--- src/design/ccif_pkg.sv ---
// Constants and carriers for the camera capture front end.
// Assumes a single system clock; camera pins are sampled, never used as clocks.
// Behaviour
// Accept frames up to 4096x4096, or 2048x2048 while a scaler is enabled.
// Fourth timing-code byte holds fixed one, F, V, H flags, then protection bits.
// Field flag decodes 0 as first field, 1 as second field.
// Vertical flag is 1 in field blanking and serves as frame sync.
// Horizontal flag 0 starts active video, 1 ends it; pixels lie between.
// Timing code recognised only after FF-00-00 preamble; flags from next byte.
// 8-bit mode takes Y, Cb, Cr from luma lines only; chroma lines ignored.
// 16-bit mode takes luma and chroma lines in the same pixel cycle.
// Preview and codec output ports run independently; each can be disabled.
// Codec port writes planar YCbCr 4:2:0 or 4:2:2; preview writes RGB.
// Pixel clock unrelated to system clock; processing runs on system clock.
// Integrator keeps system clock faster than pixel clock.
// Each port rotates four buffers; codec buffers have Y, Cb, Cr planes.
// Codec words packed little-endian: earliest sample in lowest byte.
// Preview stores one 24-bit pixel or two 16-bit pixels per word.
// Outputs can mirror about X or Y, or rotate 180 degrees.
// Sync and pixel clock polarity invertible; internal test pattern source.
// Commands take effect at frame sync fall; sync level readable.
// Software keeps target size fixed during capture.
// Codec overflow set when preview runs with codec idle; software recovers.
// Frame interrupt before each capture; last interrupt at end, enable auto-cleared.
// Frame counter steps by one at each interrupt, cycling 0 to 3.
// Data crosses to the output side through a FIFO; overflow flagged when full.
// Overflow flags stay set until their clear control is asserted.
package ccif_pkg;
  localparam int DIM_W = 13;
  localparam logic [DIM_W-1:0] MAX_DIM = 13'h1000;
  localparam logic [DIM_W-1:0] MAX_DIM_SCALED = 13'h0800;
  localparam logic [7:0] PRE_ONES = 8'hff;
  localparam logic [7:0] PRE_ZERO = 8'h00;
  localparam int XY_ONE = 7;
  localparam int XY_F = 6;
  localparam int XY_V = 5;
  localparam int XY_H = 4;
  localparam logic [1:0] TP_NONE = 2'h0;
  localparam logic [1:0] TP_BAR = 2'h1;
  localparam logic [1:0] TP_HINC = 2'h2;
  localparam logic [1:0] PL_Y = 2'h0;
  localparam logic [1:0] PL_CB = 2'h1;
  localparam logic [1:0] PL_CR = 2'h2;
  localparam int NUM_PLANES = 3;
  localparam logic [1:0] BYTE_LAST = 2'h3;
  localparam int FIFO_DEPTH = 8;
  localparam int CAM_CLK_DIV = 2;
  typedef struct packed {
    logic pclk;
    logic fsync;
    logic lval;
    logic [7:0] luma;
    logic [7:0] chroma;
  } ccif_pins_t;
  typedef struct packed {
    logic [1:0] plane;
    logic [31:0] data;
  } ccif_cword_t;
  typedef enum logic [1:0] {
    SC_IDLE = 2'b00,
    SC_ONES = 2'b01,
    SC_ZERO1 = 2'b11,
    SC_ZERO2 = 2'b10
  } ccif_sync_st_t;
endpackage

--- src/design/ccif_capture.sv ---
// Camera capture front end: pin sampling, timing decode, packing, output FIFOs.
// Assumes the memory-side writers drain the two word streams on the same clock.
`timescale 1ns/10ps
module ccif_fifo #(
  parameter int W = 32,
  parameter int DEPTH = 8
) (
  input wire logic i_mclk,
  input wire logic i_reset,
  input wire logic i_flush,
  input wire logic i_valid,
  input wire logic [W-1:0] i_data,
  output logic o_ready,
  output logic o_valid,
  output logic [W-1:0] o_data,
  input wire logic i_ready
);
  localparam int AW = $clog2(DEPTH);
  logic [W-1:0] mem [DEPTH];
  logic [AW:0] wp, rp, next_wp, next_rp;
  logic next_valid;
  logic [W-1:0] next_data;
  logic empty, wr, rd;
  always_comb begin
    empty = (wp == rp);
    o_ready = !((wp[AW] != rp[AW]) && (wp[AW-1:0] == rp[AW-1:0]));
    wr = i_valid && o_ready;
    rd = !empty && (!o_valid || i_ready);
    next_wp = wr ? wp + 1'b1 : wp;
    next_rp = rd ? rp + 1'b1 : rp;
    next_valid = rd ? 1'b1 : (o_valid && !i_ready);
    next_data = rd ? mem[rp[AW-1:0]] : o_data;
    if (i_flush) begin
      next_wp = '0;
      next_rp = '0;
      next_valid = 1'b0;
    end
  end
  always_ff @(posedge i_mclk) begin
    if (wr) begin
      mem[wp[AW-1:0]] <= i_data;
    end
  end
  always_ff @(posedge i_mclk or posedge i_reset) begin
    if (i_reset) begin
      wp <= '0;
      rp <= '0;
      o_valid <= 1'b0;
      o_data <= '0;
    end else begin
      wp <= next_wp;
      rp <= next_rp;
      o_valid <= next_valid;
      o_data <= next_data;
    end
  end
endmodule

module ccif_capture #(
  parameter int DEPTH = ccif_pkg::FIFO_DEPTH,
  parameter int CLK_DIV = ccif_pkg::CAM_CLK_DIV
) (
  input wire logic i_mclk,
  input wire logic i_reset,
  input wire logic i_cam_pixel_clock_in,
  input wire logic i_cam_frame_sync_in,
  input wire logic i_cam_line_valid_in,
  input wire logic [7:0] i_cam_luma_data_in,
  input wire logic [7:0] i_cam_chroma_data_in,
  input wire logic i_capture_enable_global,
  input wire logic i_capture_enable_codec_scaler,
  input wire logic i_capture_enable_preview_scaler,
  input wire logic i_last_frame_irq_enable,
  input wire logic i_interface_soft_reset,
  input wire logic i_cam_reset_request,
  input wire logic i_itu601_mode,
  input wire logic i_in16bit,
  input wire logic [1:0] i_order,
  input wire logic [1:0] i_test_pattern,
  input wire logic i_inv_pclk,
  input wire logic i_inv_vsync,
  input wire logic i_inv_href,
  input wire logic i_codec_420,
  input wire logic i_preview_16bpp,
  input wire logic i_mirror_x,
  input wire logic i_mirror_y,
  input wire logic i_clr_ovf_codec,
  input wire logic i_clr_ovf_preview,
  input wire logic i_codec_ready,
  input wire logic i_preview_ready,
  output ccif_pkg::ccif_cword_t o_codec_word,
  output logic o_codec_valid,
  output logic [31:0] o_preview_word,
  output logic o_preview_valid,
  output logic [1:0] o_codec_buffer,
  output logic [1:0] o_preview_buffer,
  output logic o_mirror_x,
  output logic o_mirror_y,
  output logic o_frame_sync_status,
  output logic o_field,
  output logic o_frame_irq,
  output logic o_last_irq,
  output logic o_last_frame_irq_enable,
  output logic [1:0] o_frame_counter,
  output logic o_ovf_codec,
  output logic o_ovf_preview,
  output logic o_capturing,
  output logic o_cam_master_clock_out,
  output logic o_cam_reset_powerdown_out
);
  localparam int NP = ccif_pkg::NUM_PLANES;
  localparam int DW = ccif_pkg::DIM_W;

  function automatic logic [31:0] shift_in(input logic [31:0] w, input logic [7:0] b);
    shift_in = {b, w[31:8]};
  endfunction

  function automatic logic [15:0] gray565(input logic [7:0] y);
    gray565 = {y[7:3], y[7:2], y[7:3]};
  endfunction

  ccif_pkg::ccif_pins_t s1, s2, pins;
  logic pclk3;
  ccif_pkg::ccif_sync_st_t st, next_st;
  logic fs_q, hr_q, line_on, v656, cap_c, cap_p, armed, c420, p16, pp, ppv;
  logic next_fs, next_hr, next_line_on, next_v656, next_field, next_cap_g, next_cap_c;
  logic next_cap_p, next_armed, next_c420, next_p16, next_mx, next_my, next_irq, next_lirq;
  logic next_pp, next_ppv, next_ovf_c, next_ovf_p, next_camclk;
  logic [1:0] next_fcnt, next_cbuf, next_pbuf;
  logic [DW-1:0] hpix, vcnt, next_hpix, next_vcnt, lim;
  logic phase, cphase, next_phase, next_cphase;
  logic [31:0] sh [NP], pend [NP], next_sh [NP], next_pend [NP];
  logic [1:0] cnt [NP], next_cnt [NP];
  logic [NP-1:0] pv, next_pv;
  logic [31:0] pw, ppend, next_pw, next_ppend, pword;
  logic [7:0] lb, ybyte, cbyte;
  logic [1:0] cplane, sel;
  logic [7:0] div, next_div;
  logic pedge, fsync, hr, fs_fall, act, samp, y_ev, c_ev, is_y, xy_hit, line_end;
  logic c_push, p_push, c_rdy, p_rdy, pdone;
  ccif_pkg::ccif_cword_t c_in;

  always_ff @(posedge i_mclk or posedge i_reset) begin
    if (i_reset) begin
      s1 <= '0;
      s2 <= '0;
      pclk3 <= 1'b0;
    end else begin
      s1 <= {i_cam_pixel_clock_in, i_cam_frame_sync_in, i_cam_line_valid_in,
             i_cam_luma_data_in, i_cam_chroma_data_in};
      s2 <= s1;
      pclk3 <= s2.pclk;
    end
  end

  always_comb begin
    pins = s2;
    pedge = ((pins.pclk ^ i_inv_pclk) && !(pclk3 ^ i_inv_pclk)); // see R11
    hr = pins.lval ^ i_inv_href;
    fsync = i_itu601_mode ? (pins.fsync ^ i_inv_vsync) : v656;
    fs_fall = fs_q && !fsync;
    lb = pins.luma;
    next_fs = fsync;
    next_hr = hr;
    next_st = st;
    next_line_on = line_on;
    next_v656 = v656;
    next_field = o_field;
    xy_hit = 1'b0;
    if (pedge) begin
      unique case (st)
        ccif_pkg::SC_IDLE: next_st = (lb == ccif_pkg::PRE_ONES) ? ccif_pkg::SC_ONES : st;
        ccif_pkg::SC_ONES: next_st = (lb == ccif_pkg::PRE_ZERO) ? ccif_pkg::SC_ZERO1 :
                                     (lb == ccif_pkg::PRE_ONES) ? st : ccif_pkg::SC_IDLE;
        ccif_pkg::SC_ZERO1: next_st = (lb == ccif_pkg::PRE_ZERO) ? ccif_pkg::SC_ZERO2 :
                                      ccif_pkg::SC_IDLE;
        ccif_pkg::SC_ZERO2: begin
          next_st = ccif_pkg::SC_IDLE;
          xy_hit = lb[ccif_pkg::XY_ONE];
        end
      endcase
    end
    if (xy_hit) begin
      next_field = lb[ccif_pkg::XY_F];
      next_v656 = lb[ccif_pkg::XY_V];
      next_line_on = !lb[ccif_pkg::XY_H] && !lb[ccif_pkg::XY_V];
    end
    // Reserved FF/00 values never occur as video, so code bytes are skipped
    act = i_itu601_mode ? hr :
          (line_on && st == ccif_pkg::SC_IDLE && lb != ccif_pkg::PRE_ONES);
    line_end = i_itu601_mode ? (hr_q && !hr) : (xy_hit && line_on && lb[ccif_pkg::XY_H]);
    lim = (cap_c || cap_p) ? ccif_pkg::MAX_DIM_SCALED : ccif_pkg::MAX_DIM;
    samp = pedge && o_capturing && act && hpix < lim && vcnt < lim;
    is_y = i_in16bit || (phase == i_order[1]); // see R7
    unique case (i_test_pattern)
      ccif_pkg::TP_NONE: ybyte = lb;
      ccif_pkg::TP_BAR: ybyte = {hpix[9:7], 5'h00};
      ccif_pkg::TP_HINC: ybyte = hpix[7:0];
      default: ybyte = vcnt[7:0];
    endcase
    cbyte = i_in16bit ? pins.chroma : ybyte; // see R7
    cplane = (cphase ^ i_order[0]) ? ccif_pkg::PL_CR : ccif_pkg::PL_CB;
    y_ev = samp && is_y;
    c_ev = samp && (i_in16bit || !is_y) && !(c420 && vcnt[0]);
    next_phase = samp ? !phase : phase;
    next_cphase = (samp && (i_in16bit || !is_y)) ? !cphase : cphase;
    next_hpix = y_ev ? hpix + 1'b1 : hpix;
    next_vcnt = vcnt;
    if (line_end) begin
      next_hpix = '0;
      next_phase = 1'b0;
      next_cphase = 1'b0;
      next_vcnt = (vcnt < lim) ? vcnt + 1'b1 : vcnt;
    end
    next_cap_g = o_capturing;
    next_cap_c = cap_c;
    next_cap_p = cap_p;
    next_armed = armed;
    next_c420 = c420;
    next_p16 = p16;
    next_mx = o_mirror_x;
    next_my = o_mirror_y;
    next_irq = 1'b0;
    next_lirq = 1'b0;
    next_cbuf = o_codec_buffer;
    next_pbuf = o_preview_buffer;
    if (fs_fall) begin
      next_cap_g = i_capture_enable_global;
      next_cap_c = i_capture_enable_global && i_capture_enable_codec_scaler;
      next_cap_p = i_capture_enable_global && i_capture_enable_preview_scaler;
      next_c420 = i_codec_420;
      next_p16 = i_preview_16bpp;
      next_mx = i_mirror_x;
      next_my = i_mirror_y;
      next_irq = i_capture_enable_global;
      next_lirq = armed && o_capturing && !i_capture_enable_global;
      next_armed = next_lirq ? 1'b0 : i_last_frame_irq_enable;
      next_vcnt = '0;
      next_hpix = '0;
      next_cbuf = cap_c ? o_codec_buffer + 1'b1 : o_codec_buffer;
      next_pbuf = cap_p ? o_preview_buffer + 1'b1 : o_preview_buffer;
    end
    next_fcnt = (next_irq || next_lirq) ? o_frame_counter + 1'b1 : o_frame_counter;
    sel = pv[0] ? ccif_pkg::PL_Y : (pv[1] ? ccif_pkg::PL_CB : ccif_pkg::PL_CR);
    c_in = '{plane: sel, data: pend[sel]};
    c_push = |pv && c_rdy;
    next_ovf_c = o_ovf_codec && !i_clr_ovf_codec;
    next_ovf_p = o_ovf_preview && !i_clr_ovf_preview;
    if (y_ev && cap_p && !cap_c) begin
      next_ovf_c = 1'b1;
    end
    next_pv = pv;
    if (c_push) begin
      next_pv[sel] = 1'b0;
    end
    for (int p = 0; p < NP; p++) begin
      next_sh[p] = sh[p];
      next_cnt[p] = cnt[p];
      next_pend[p] = pend[p];
      if (cap_c && (p == 0 ? y_ev : (c_ev && cplane == 2'(p)))) begin
        next_sh[p] = shift_in(sh[p], p == 0 ? ybyte : cbyte);
        next_cnt[p] = cnt[p] + 1'b1;
        if (cnt[p] == ccif_pkg::BYTE_LAST) begin
          if (next_pv[p]) begin
            next_ovf_c = 1'b1;
          end else begin
            next_pv[p] = 1'b1;
            next_pend[p] = next_sh[p];
          end
        end
      end
    end
    p_push = ppv && p_rdy;
    next_ppv = ppv && !p_push;
    next_ppend = ppend;
    next_pw = pw;
    next_pp = pp;
    pdone = 1'b0;
    pword = {8'h00, ybyte, ybyte, ybyte};
    if (y_ev && cap_p) begin
      if (!p16) begin
        pdone = 1'b1;
      end else if (!pp) begin
        next_pw = {16'h0000, gray565(ybyte)};
        next_pp = 1'b1;
      end else begin
        pword = {gray565(ybyte), pw[15:0]};
        next_pp = 1'b0;
        pdone = 1'b1;
      end
    end
    if (pdone) begin
      if (next_ppv) begin
        next_ovf_p = 1'b1;
      end else begin
        next_ppv = 1'b1;
        next_ppend = pword;
      end
    end
    if (i_interface_soft_reset) begin
      next_cap_g = 1'b0;
      next_cap_c = 1'b0;
      next_cap_p = 1'b0;
      next_armed = 1'b0;
      next_pv = '0;
      next_ppv = 1'b0;
      next_pp = 1'b0;
      for (int p = 0; p < NP; p++) begin
        next_cnt[p] = '0;
      end
    end
    next_div = (div == 8'(CLK_DIV - 1)) ? 8'h00 : div + 8'h01;
    next_camclk = (div == 8'(CLK_DIV - 1)) ? !o_cam_master_clock_out : o_cam_master_clock_out;
  end

  always_ff @(posedge i_mclk or posedge i_reset) begin
    if (i_reset) begin
      st <= ccif_pkg::SC_IDLE;
      {fs_q, hr_q, line_on, v656, o_field} <= '0;
      {o_capturing, cap_c, cap_p, armed, c420, p16, o_mirror_x, o_mirror_y} <= '0;
      {o_frame_irq, o_last_irq, o_ovf_codec, o_ovf_preview} <= '0;
      {o_frame_counter, o_codec_buffer, o_preview_buffer} <= '0;
      {hpix, vcnt, phase, cphase, pv, ppv, pp, pw, ppend} <= '0;
      for (int p = 0; p < NP; p++) begin
        sh[p] <= '0;
        pend[p] <= '0;
        cnt[p] <= '0;
      end
      div <= 8'h00;
      o_cam_master_clock_out <= 1'b0;
      o_cam_reset_powerdown_out <= 1'b0;
    end else begin
      st <= next_st;
      {fs_q, hr_q, line_on, v656, o_field} <= {next_fs, next_hr, next_line_on, next_v656,
                                               next_field};
      {o_capturing, cap_c, cap_p, armed} <= {next_cap_g, next_cap_c, next_cap_p, next_armed};
      {c420, p16, o_mirror_x, o_mirror_y} <= {next_c420, next_p16, next_mx, next_my};
      {o_frame_irq, o_last_irq, o_ovf_codec, o_ovf_preview} <= {next_irq, next_lirq,
                                                                next_ovf_c, next_ovf_p};
      {o_frame_counter, o_codec_buffer, o_preview_buffer} <= {next_fcnt, next_cbuf, next_pbuf};
      {hpix, vcnt, phase, cphase} <= {next_hpix, next_vcnt, next_phase, next_cphase};
      {pv, ppv, pp, pw, ppend} <= {next_pv, next_ppv, next_pp, next_pw, next_ppend};
      sh <= next_sh;
      pend <= next_pend;
      cnt <= next_cnt;
      div <= next_div;
      o_cam_master_clock_out <= next_camclk;
      o_cam_reset_powerdown_out <= i_cam_reset_request;
    end
  end

  assign o_frame_sync_status = fs_q;
  assign o_last_frame_irq_enable = armed;

  ccif_fifo #(.W($bits(ccif_pkg::ccif_cword_t)), .DEPTH(DEPTH)) u_codec_fifo (
    .i_mclk(i_mclk), .i_reset(i_reset), .i_flush(i_interface_soft_reset),
    .i_valid(|pv), .i_data(c_in), .o_ready(c_rdy),
    .o_valid(o_codec_valid), .o_data(o_codec_word), .i_ready(i_codec_ready));

  ccif_fifo #(.W(32), .DEPTH(DEPTH)) u_preview_fifo (
    .i_mclk(i_mclk), .i_reset(i_reset), .i_flush(i_interface_soft_reset),
    .i_valid(ppv), .i_data(ppend), .o_ready(p_rdy),
    .o_valid(o_preview_valid), .o_data(o_preview_word), .i_ready(i_preview_ready));
endmodule

--- config.mk ---
export PLATFORM = sky130hd
export DESIGN_NAME = ccif_capture
export DESIGN_NICKNAME = d
export VERILOG_FILES = /design/src/design/ccif_pkg.sv /design/src/design/ccif_capture.sv
export SDC_FILE = /design/constraint.sdc
export NUM_CORES = 1
export LEC_CHECK = 0
export BUFFER_PORTS_ARGS = -buffer_cell sky130_fd_sc_hd__buf_2
export CAP_MARGIN = 20
export CORE_UTILIZATION = 30
export CTS_BUF_LIST = sky130_fd_sc_hd__clkbuf_4 sky130_fd_sc_hd__clkbuf_8
export CTS_CLUSTER_DIAMETER = 200
export DETAILED_ROUTE_END_ITERATION = 10
export HOLD_SLACK_MARGIN = 0.08
export PLACE_DENSITY_LB_ADDON = 0.08
export RECOVER_POWER = 100
export SLEW_MARGIN = 20
export SYNTH_ARGS = -nofsm -noshare
export SYNTH_HDL_FRONTEND = slang
export SYNTH_HIERARCHICAL = 1
export SYNTH_SLANG_ARGS = --single-unit
--- constraint.sdc ---
create_clock -name i_mclk -period 8.5 [get_ports i_mclk]
set_clock_uncertainty 0.2 [all_clocks]
set_input_delay 0 -clock i_mclk [delete_from_list [all_inputs] [get_ports i_mclk]]
set_output_delay 0 -clock i_mclk [all_outputs]
set_load 0.005 [all_outputs]
==> impl_metrics.yaml, run 1 <==
run_status:
  outcome: "complete, but fails checks"
  violations: "capacitance limit, slew limit"
place:
  dp_hpwl_um: 52400
  gp_congestion: 0.717
  place.port_buffers: 129
  placed_cells: 3868
  pre_cts_ws_ns: 4.45
sta:
  maxSlewHeadroom_pct: -181
  finalSetupTns_ns: 0
  whs_ns: 0.138
  setup_slack_ns: 2.56
  final-hold-violation-count: 0
  fmax_ghz: 0.168
  rsz0062_at_grt: "false"
  min_period_ns: 5.94
  tightest_slew_ns: 4.22
  slew_violations: 898
  fin_crit_sh_pct: 69.9
  setup_violations: 0
worst_hold_path:
  hold_class: "register to register"
  worstHoldStart: "s1[18]"
logic_synthesis:
  synthFlopType: "edfxtp_1"
  netlist_instances: 2177
  synth_area_per_cell_um2: 16.9
  synthArstFlopShare_pct: 43.1
  synth_area_um2: 36700
  synth_top_area_share_pct: 43.1
  synth-edff-count: 528
  ys_ff_latch: 928
  yosysSeqAreaShare_pct: 70.4
  yosysWarningCount: 6
  yosysUniqueCellTypes: 67
  syn_nets: 2234
  netlist_top_cells_area: "edfxtp_1 (43%), dfrtp_1 (27%), mux4_2 (8.1%)"
  yosysTopAreaCell: "edfxtp_1"
cts:
  cts-root-buf: "clkbuf_8"
  post_cts_buffers: 0
  clk_pin_slew_ns: 0.06
  clock-sinks: 928
  htree_levels: 4
  worstSkewPairLatency_ns: 0.86
  cts_inserted_buffers: 167
  clockBufferDepth: 3
  cts_tree: "yes"
critical_path:
  r2r-start: "u_preview_fifo/rp[0]"
  cp_max_fo: 30
  startpoint_type: "register"
  critPathRequiredTime_ns: 8.70
  critPathArrivalTime_ns: 6.14
  end_kind: "register"
  crit_path_start: "u_preview_fifo/rp[0]"
  setup.worst_path.class: "register to register"
run:
  cap_violations: 21
floorplan:
  core-area_um2: 122000
  rows: 128
  die_h_um: 352
  die_w_um: 352
  floorplan.initialDensity_pct: 30.2
  io_pins: 130
  die_area_um2: 124000
detailed_routing:
  finalWirelength_um: 92500
  wl_met1_um: 43300
  drt_iter0_drc: 1135
  ant_nets: 0
  detail_route.first_pass.iterations: 7
  dr_wl_met3_um: 3680
  route.met2.wl_um: 43400
  wl_per_cell_um: 21.5
  highest_layer: "met4"
  drcViolationCount: 0
  avgViaCountPerCell: 4.67
  route.vias.total: 20100
grt:
  grt_max_degree: 163
  grt_pass1_wl_um: 141000
  grt_overflow: 0
  grt_pass1_vias: 21900
  grtUsageTotal_pct: 15.2
  grt_antenna_before_repair: 9
pwr:
  power_density_nw_per_um2: 236
  leakagePower_uw: 0.0161
  peakVddDrop_mv: 0.147
  power.total_uw: 10300
finish:
  syn2layout_area_growth_pct: 19.1
  final_common_cell: "edfxtp_1"
  num-fill-cells: 11700
  layout-drive-gt1-share_pct: 26.7
  final_cells: 4308
  fin_nets: 2597
  layout_common_cells: "edfxtp_1 (528), dfrtp_1 (394), clkbuf_8 (193)"
==> synth_stat cells, types with 5 or more instances <==
master and instances:
o21ai_0 127, nand3_1 26, buf_1 10, buf_4 8
or2_2 6, nor2_1 67, buf_6 7, o211ai_1 8
clkbuf_1 50, buf_2 33, dfrtp_1 400, xnor2_1 17
ha_1 13, nor3_1 11, nand2b_1 10, inv_1 32
o21ai_1 18, and3_1 8, xor2_1 20, or4_1 7
edfxtp_1 528, mux2i_1 130, o2111ai_1 5, nor2b_1 7
mux2_2 160, mux4_2 132, mux2_4 30, nand2_1 165
nand4_1 6, or3_1 15, a21oi_1 52
==> logic make-up after synthesis <==
family / synth area share (%)
buf+inv: 1.82
simple gates: 4.43
mux: 17.8
flops: 70.4
fa+ha+maj: 0.443
compound gates: 4.09
xor+xnor: 1.01
==> sequential cells by signal, summed over array words and instances (netlist names), 6 cells and up <==
signal and cells:
cnt 6, div 8, hpix 13, lb 8, pend 96, pins 11, ppend 29, pw 6
s1 19, sh 72, u_codec_fifo/mem 272, u_codec_fifo/o_data 34, u_preview_fifo/mem 256, u_preview_fifo/o_data 32, vcnt 13
==> per-layer routing <==
| metal | GRT usage [%] | up-vias |
|---|---|---|
| li1 | - | 9016 |
| met5 | 0 | - |
| met4 | 5.28 | 0 |
| met1 | 20.9 | 10500 |
| met3 | 3.11 | 159 |
| met2 | 23.9 | 419 |
==> where the power goes <==
part	switching [µW]	internal (µW)	total [µW]
Clock	1910	2430	4340
Combinational	483	417	900
Sequential	172	4920	5090
==> worst paths after layout <==
kind,slack (ns),cells after the start,to
max in group asynchronous,3.58,5,pv[1]
hold / removal,0.14,0,pins[18]
setup reg to reg,2.56,5,u_preview_fifo/mem[4][17]
setup / recovery,2.56,5,u_preview_fifo/mem[4][17]
hold reg to reg,0.14,0,pins[18]
min in group asynchronous,1.33,5,u_codec_fifo/rp[0]
==> metrics by stage <==
stage          util [%]  area, µm²
3_3_place_gp       32.4      39400
3_5_place_dp       32.4      39500
6_report           36.0      43800
4_1_cts            36.3      44200
5_1_grt            36.0      43800
2_1_floorplan         -      36800
==> area by class of cell <==
| class | instances | area, µm² | share of cell area [%] |
|---|---|---|---|
| Clock inverter | 43 | 332 | 0.758 |
| Clock buffer | 263 | 3180 | 7.27 |
| Tap cell | 1625 | 2030 | 4.65 |
| Multi-Input combinational cell | 1105 | 10100 | 23.0 |
| Antenna cell | 6 | 15.0 | 0.0343 |
| Inverter | 32 | 124 | 0.283 |
| Timing Repair Buffer | 306 | 2130 | 4.88 |
| Sequential cell | 928 | 25900 | 59.1 |
==> repair_timing <==
item	CTS	global route
hold buffers	127	0
resized for setup	0	0
hold endpoints to repair	570	0
==> worst max-delay path, cell delays in order (launching register included) <==
cell	delay (ns)
dfrtp_1	1.71
xor2_1	0.40
o41ai_1	0.31
nand2b_1	0.35
nor2_1	0.94
clkbuf_1	1.54
Power figures use the tool's default switching activity.
==> inputs of run 2 (changes only) <==
==> constraint.sdc (replaced) <==
create_clock -name i_mclk -period 6 [get_ports i_mclk]
set_clock_uncertainty 0.2 [all_clocks]
set_input_delay 0 -clock i_mclk [delete_from_list [all_inputs] [get_ports i_mclk]]
set_output_delay 0 -clock i_mclk [all_outputs]
set_load 0.005 [all_outputs]
==> impl_metrics.yaml, run 2 (same netlist as run 1, synthesis figures left out) <==
sta:
  final-hold-violation-count: 0
  tightest_slew_ns: 3.59
  fin_crit_sh_pct: 79.5
  fmax_ghz: 0.210
  slew_violations: 481
  finalSetupTns_ns: 0
  min_period_ns: 4.77
  rsz0062_at_grt: "false"
  maxSlewHeadroom_pct: -139
  setup_violations: 0
worst_hold_path:
  hold_class: "register to register"
critical_path:
  end_kind: "register"
  crit_chain: "xor2_1 -> o41ai_1 -> nor3_4 -> clkbuf_2"
  cp_max_fo: 31
  critPathArrivalTime_ns: 4.86
  critPathRequiredTime_ns: 6.09
  critPathSlowestCell: "dfrtp_1"
  startpoint_type: "register"
  cp_top_family: "flip-flops"
  worst-path-buf-inv: 1
  setup.worst_path.class: "register to register"
  max_stage_delay_ns: 1.44
run:
  cap_violations: 13
grt:
  grt_overflow: 0
  grt_pass1_vias: 21400
  grt_max_degree: 111
  grt_pass1_wl_um: 138000
  grtUsageTotal_pct: 14.9
  grt_antenna_before_repair: 5
detailed_routing:
  route.vias.total: 19900
  drcViolationCount: 0
  detail_route.first_pass.iterations: 5
  avgViaCountPerCell: 4.63
  wl_per_cell_um: 21.2
  ant_nets: 0
  drt_iter0_drc: 1038
  finalWirelength_um: 91000
cts:
  cts_inserted_buffers: 166
  worstSkewPairLatency_ns: 0.83
  clk_pin_slew_ns: 0.06
  clockBufferDepth: 3
  cts-root-buf: "clkbuf_8"
  cts_tree: "yes"
  clock-sinks: 928
  htree_levels: 4
finish:
  final_core_util_pct: 36.0
  syn2layout_area_growth_pct: 19.1
  largest_reg_flops: 272
  fin_nets: 2592
  final_area_um2: 43800
  final_common_cell: "edfxtp_1"
  layout-drive-gt1-share_pct: 27.4
  layout_common_cells: "edfxtp_1 (528), dfrtp_1 (394), clkbuf_8 (190)"
place:
  gp_congestion: 0.695
  place.port_buffers: 129
  dpl_cell_area_um2: 39500
  dp_hpwl_um: 52600
floorplan:
  floorplan.initialDensity_pct: 30.2
  rows: 128
  io_pins: 130
  die_area_um2: 124000
  die_h_um: 352
  core-area_um2: 122000
  die_w_um: 352
run_status:
  violations: "capacitance limit, slew limit"
  outcome: "complete, but fails checks"
pwr:
  peakVddDrop_mv: 0.185
  power_density_nw_per_um2: 333
  leakagePower_uw: 0.0161
==> run 2: metal layers <==
metal,track usage (%),part of all wire (%),vias up
met5,0,0,-
met4,4.72,2.1,0
met3,2.93,3.8,137
met2,23.3,46,368
met1,20.7,48,10400
li1,-,-,9019
==> run 2: power by group <==
part	total, µW	switching [µW]	leakage (µW)	internal [µW]
Clock	6100	2670	0.00187	3430
Combinational	1280	695	0.00448	584
Sequential	7200	230	0.00974	6970
Total	14600	3590	0.0161	11000
==> run 2: path summary, 6_finish.rpt <==
check / from / to / slack (ns) / cells after the start
worst max-delay path: u_preview_fifo/rp[0] / u_preview_fifo/mem[7][15] / 1.23 / 4
worst min-delay path: s1[18] / pins[18] / 0.15 / 0
worst max register to register: u_preview_fifo/rp[0] / u_preview_fifo/mem[7][15] / 1.23 / 4
worst min register to register: s1[18] / pins[18] / 0.15 / 0
max in group asynchronous: i_reset / u_preview_fifo/rp[2] / 1.99 / 5
min in group asynchronous: i_reset / ppend[9] / 0.63 / 4
==> run 2: worst register-to-register path, cell delays in order (launching register included) <==
cell      delay, ns
dfrtp_1        1.44
xor2_1         0.36
o41ai_1        1.30
nor3_4         0.12
clkbuf_2       0.78
==> run 2: timing repair <==
| action | 4_1_cts | 5_1_grt |
|---|---|---|
| gates resized for setup | 0 | 0 |
| hold endpoints to repair | 537 | 0 |
| buffers inserted | 0 | 0 |
| hold buffers | 119 | 0 |
==> run 2: cell type report <==
type / count / area, µm²
Fill cell: 11700 / 77900
Clock inverter: 45 / 365
Inverter: 32 / 121
Clock buffer: 259 / 3130
Tap cell: 1625 / 2030
Timing Repair Buffer: 302 / 2130
Antenna cell: 5 / 12.5
Multi-Input combinational cell: 1105 / 10100
Sequential cell: 928 / 25900
==> run 2: through the flow <==
step | hold slack [ns] | std cells | power (µW) | worst slack [ns]
floorplan | -0.169 | 2177 | 8110 | 1.59
global placement | -0.0904 | 3868 | 8640 | 1.97
detailed placement | -0.0907 | 3869 | 8650 | 1.86
CTS | 0.0991 | 4292 | 14900 | 1.84
global route | 0.156 | 4297 | 15300 | 0.863
finish | 0.147 | 4301 | 14600 | 1.23
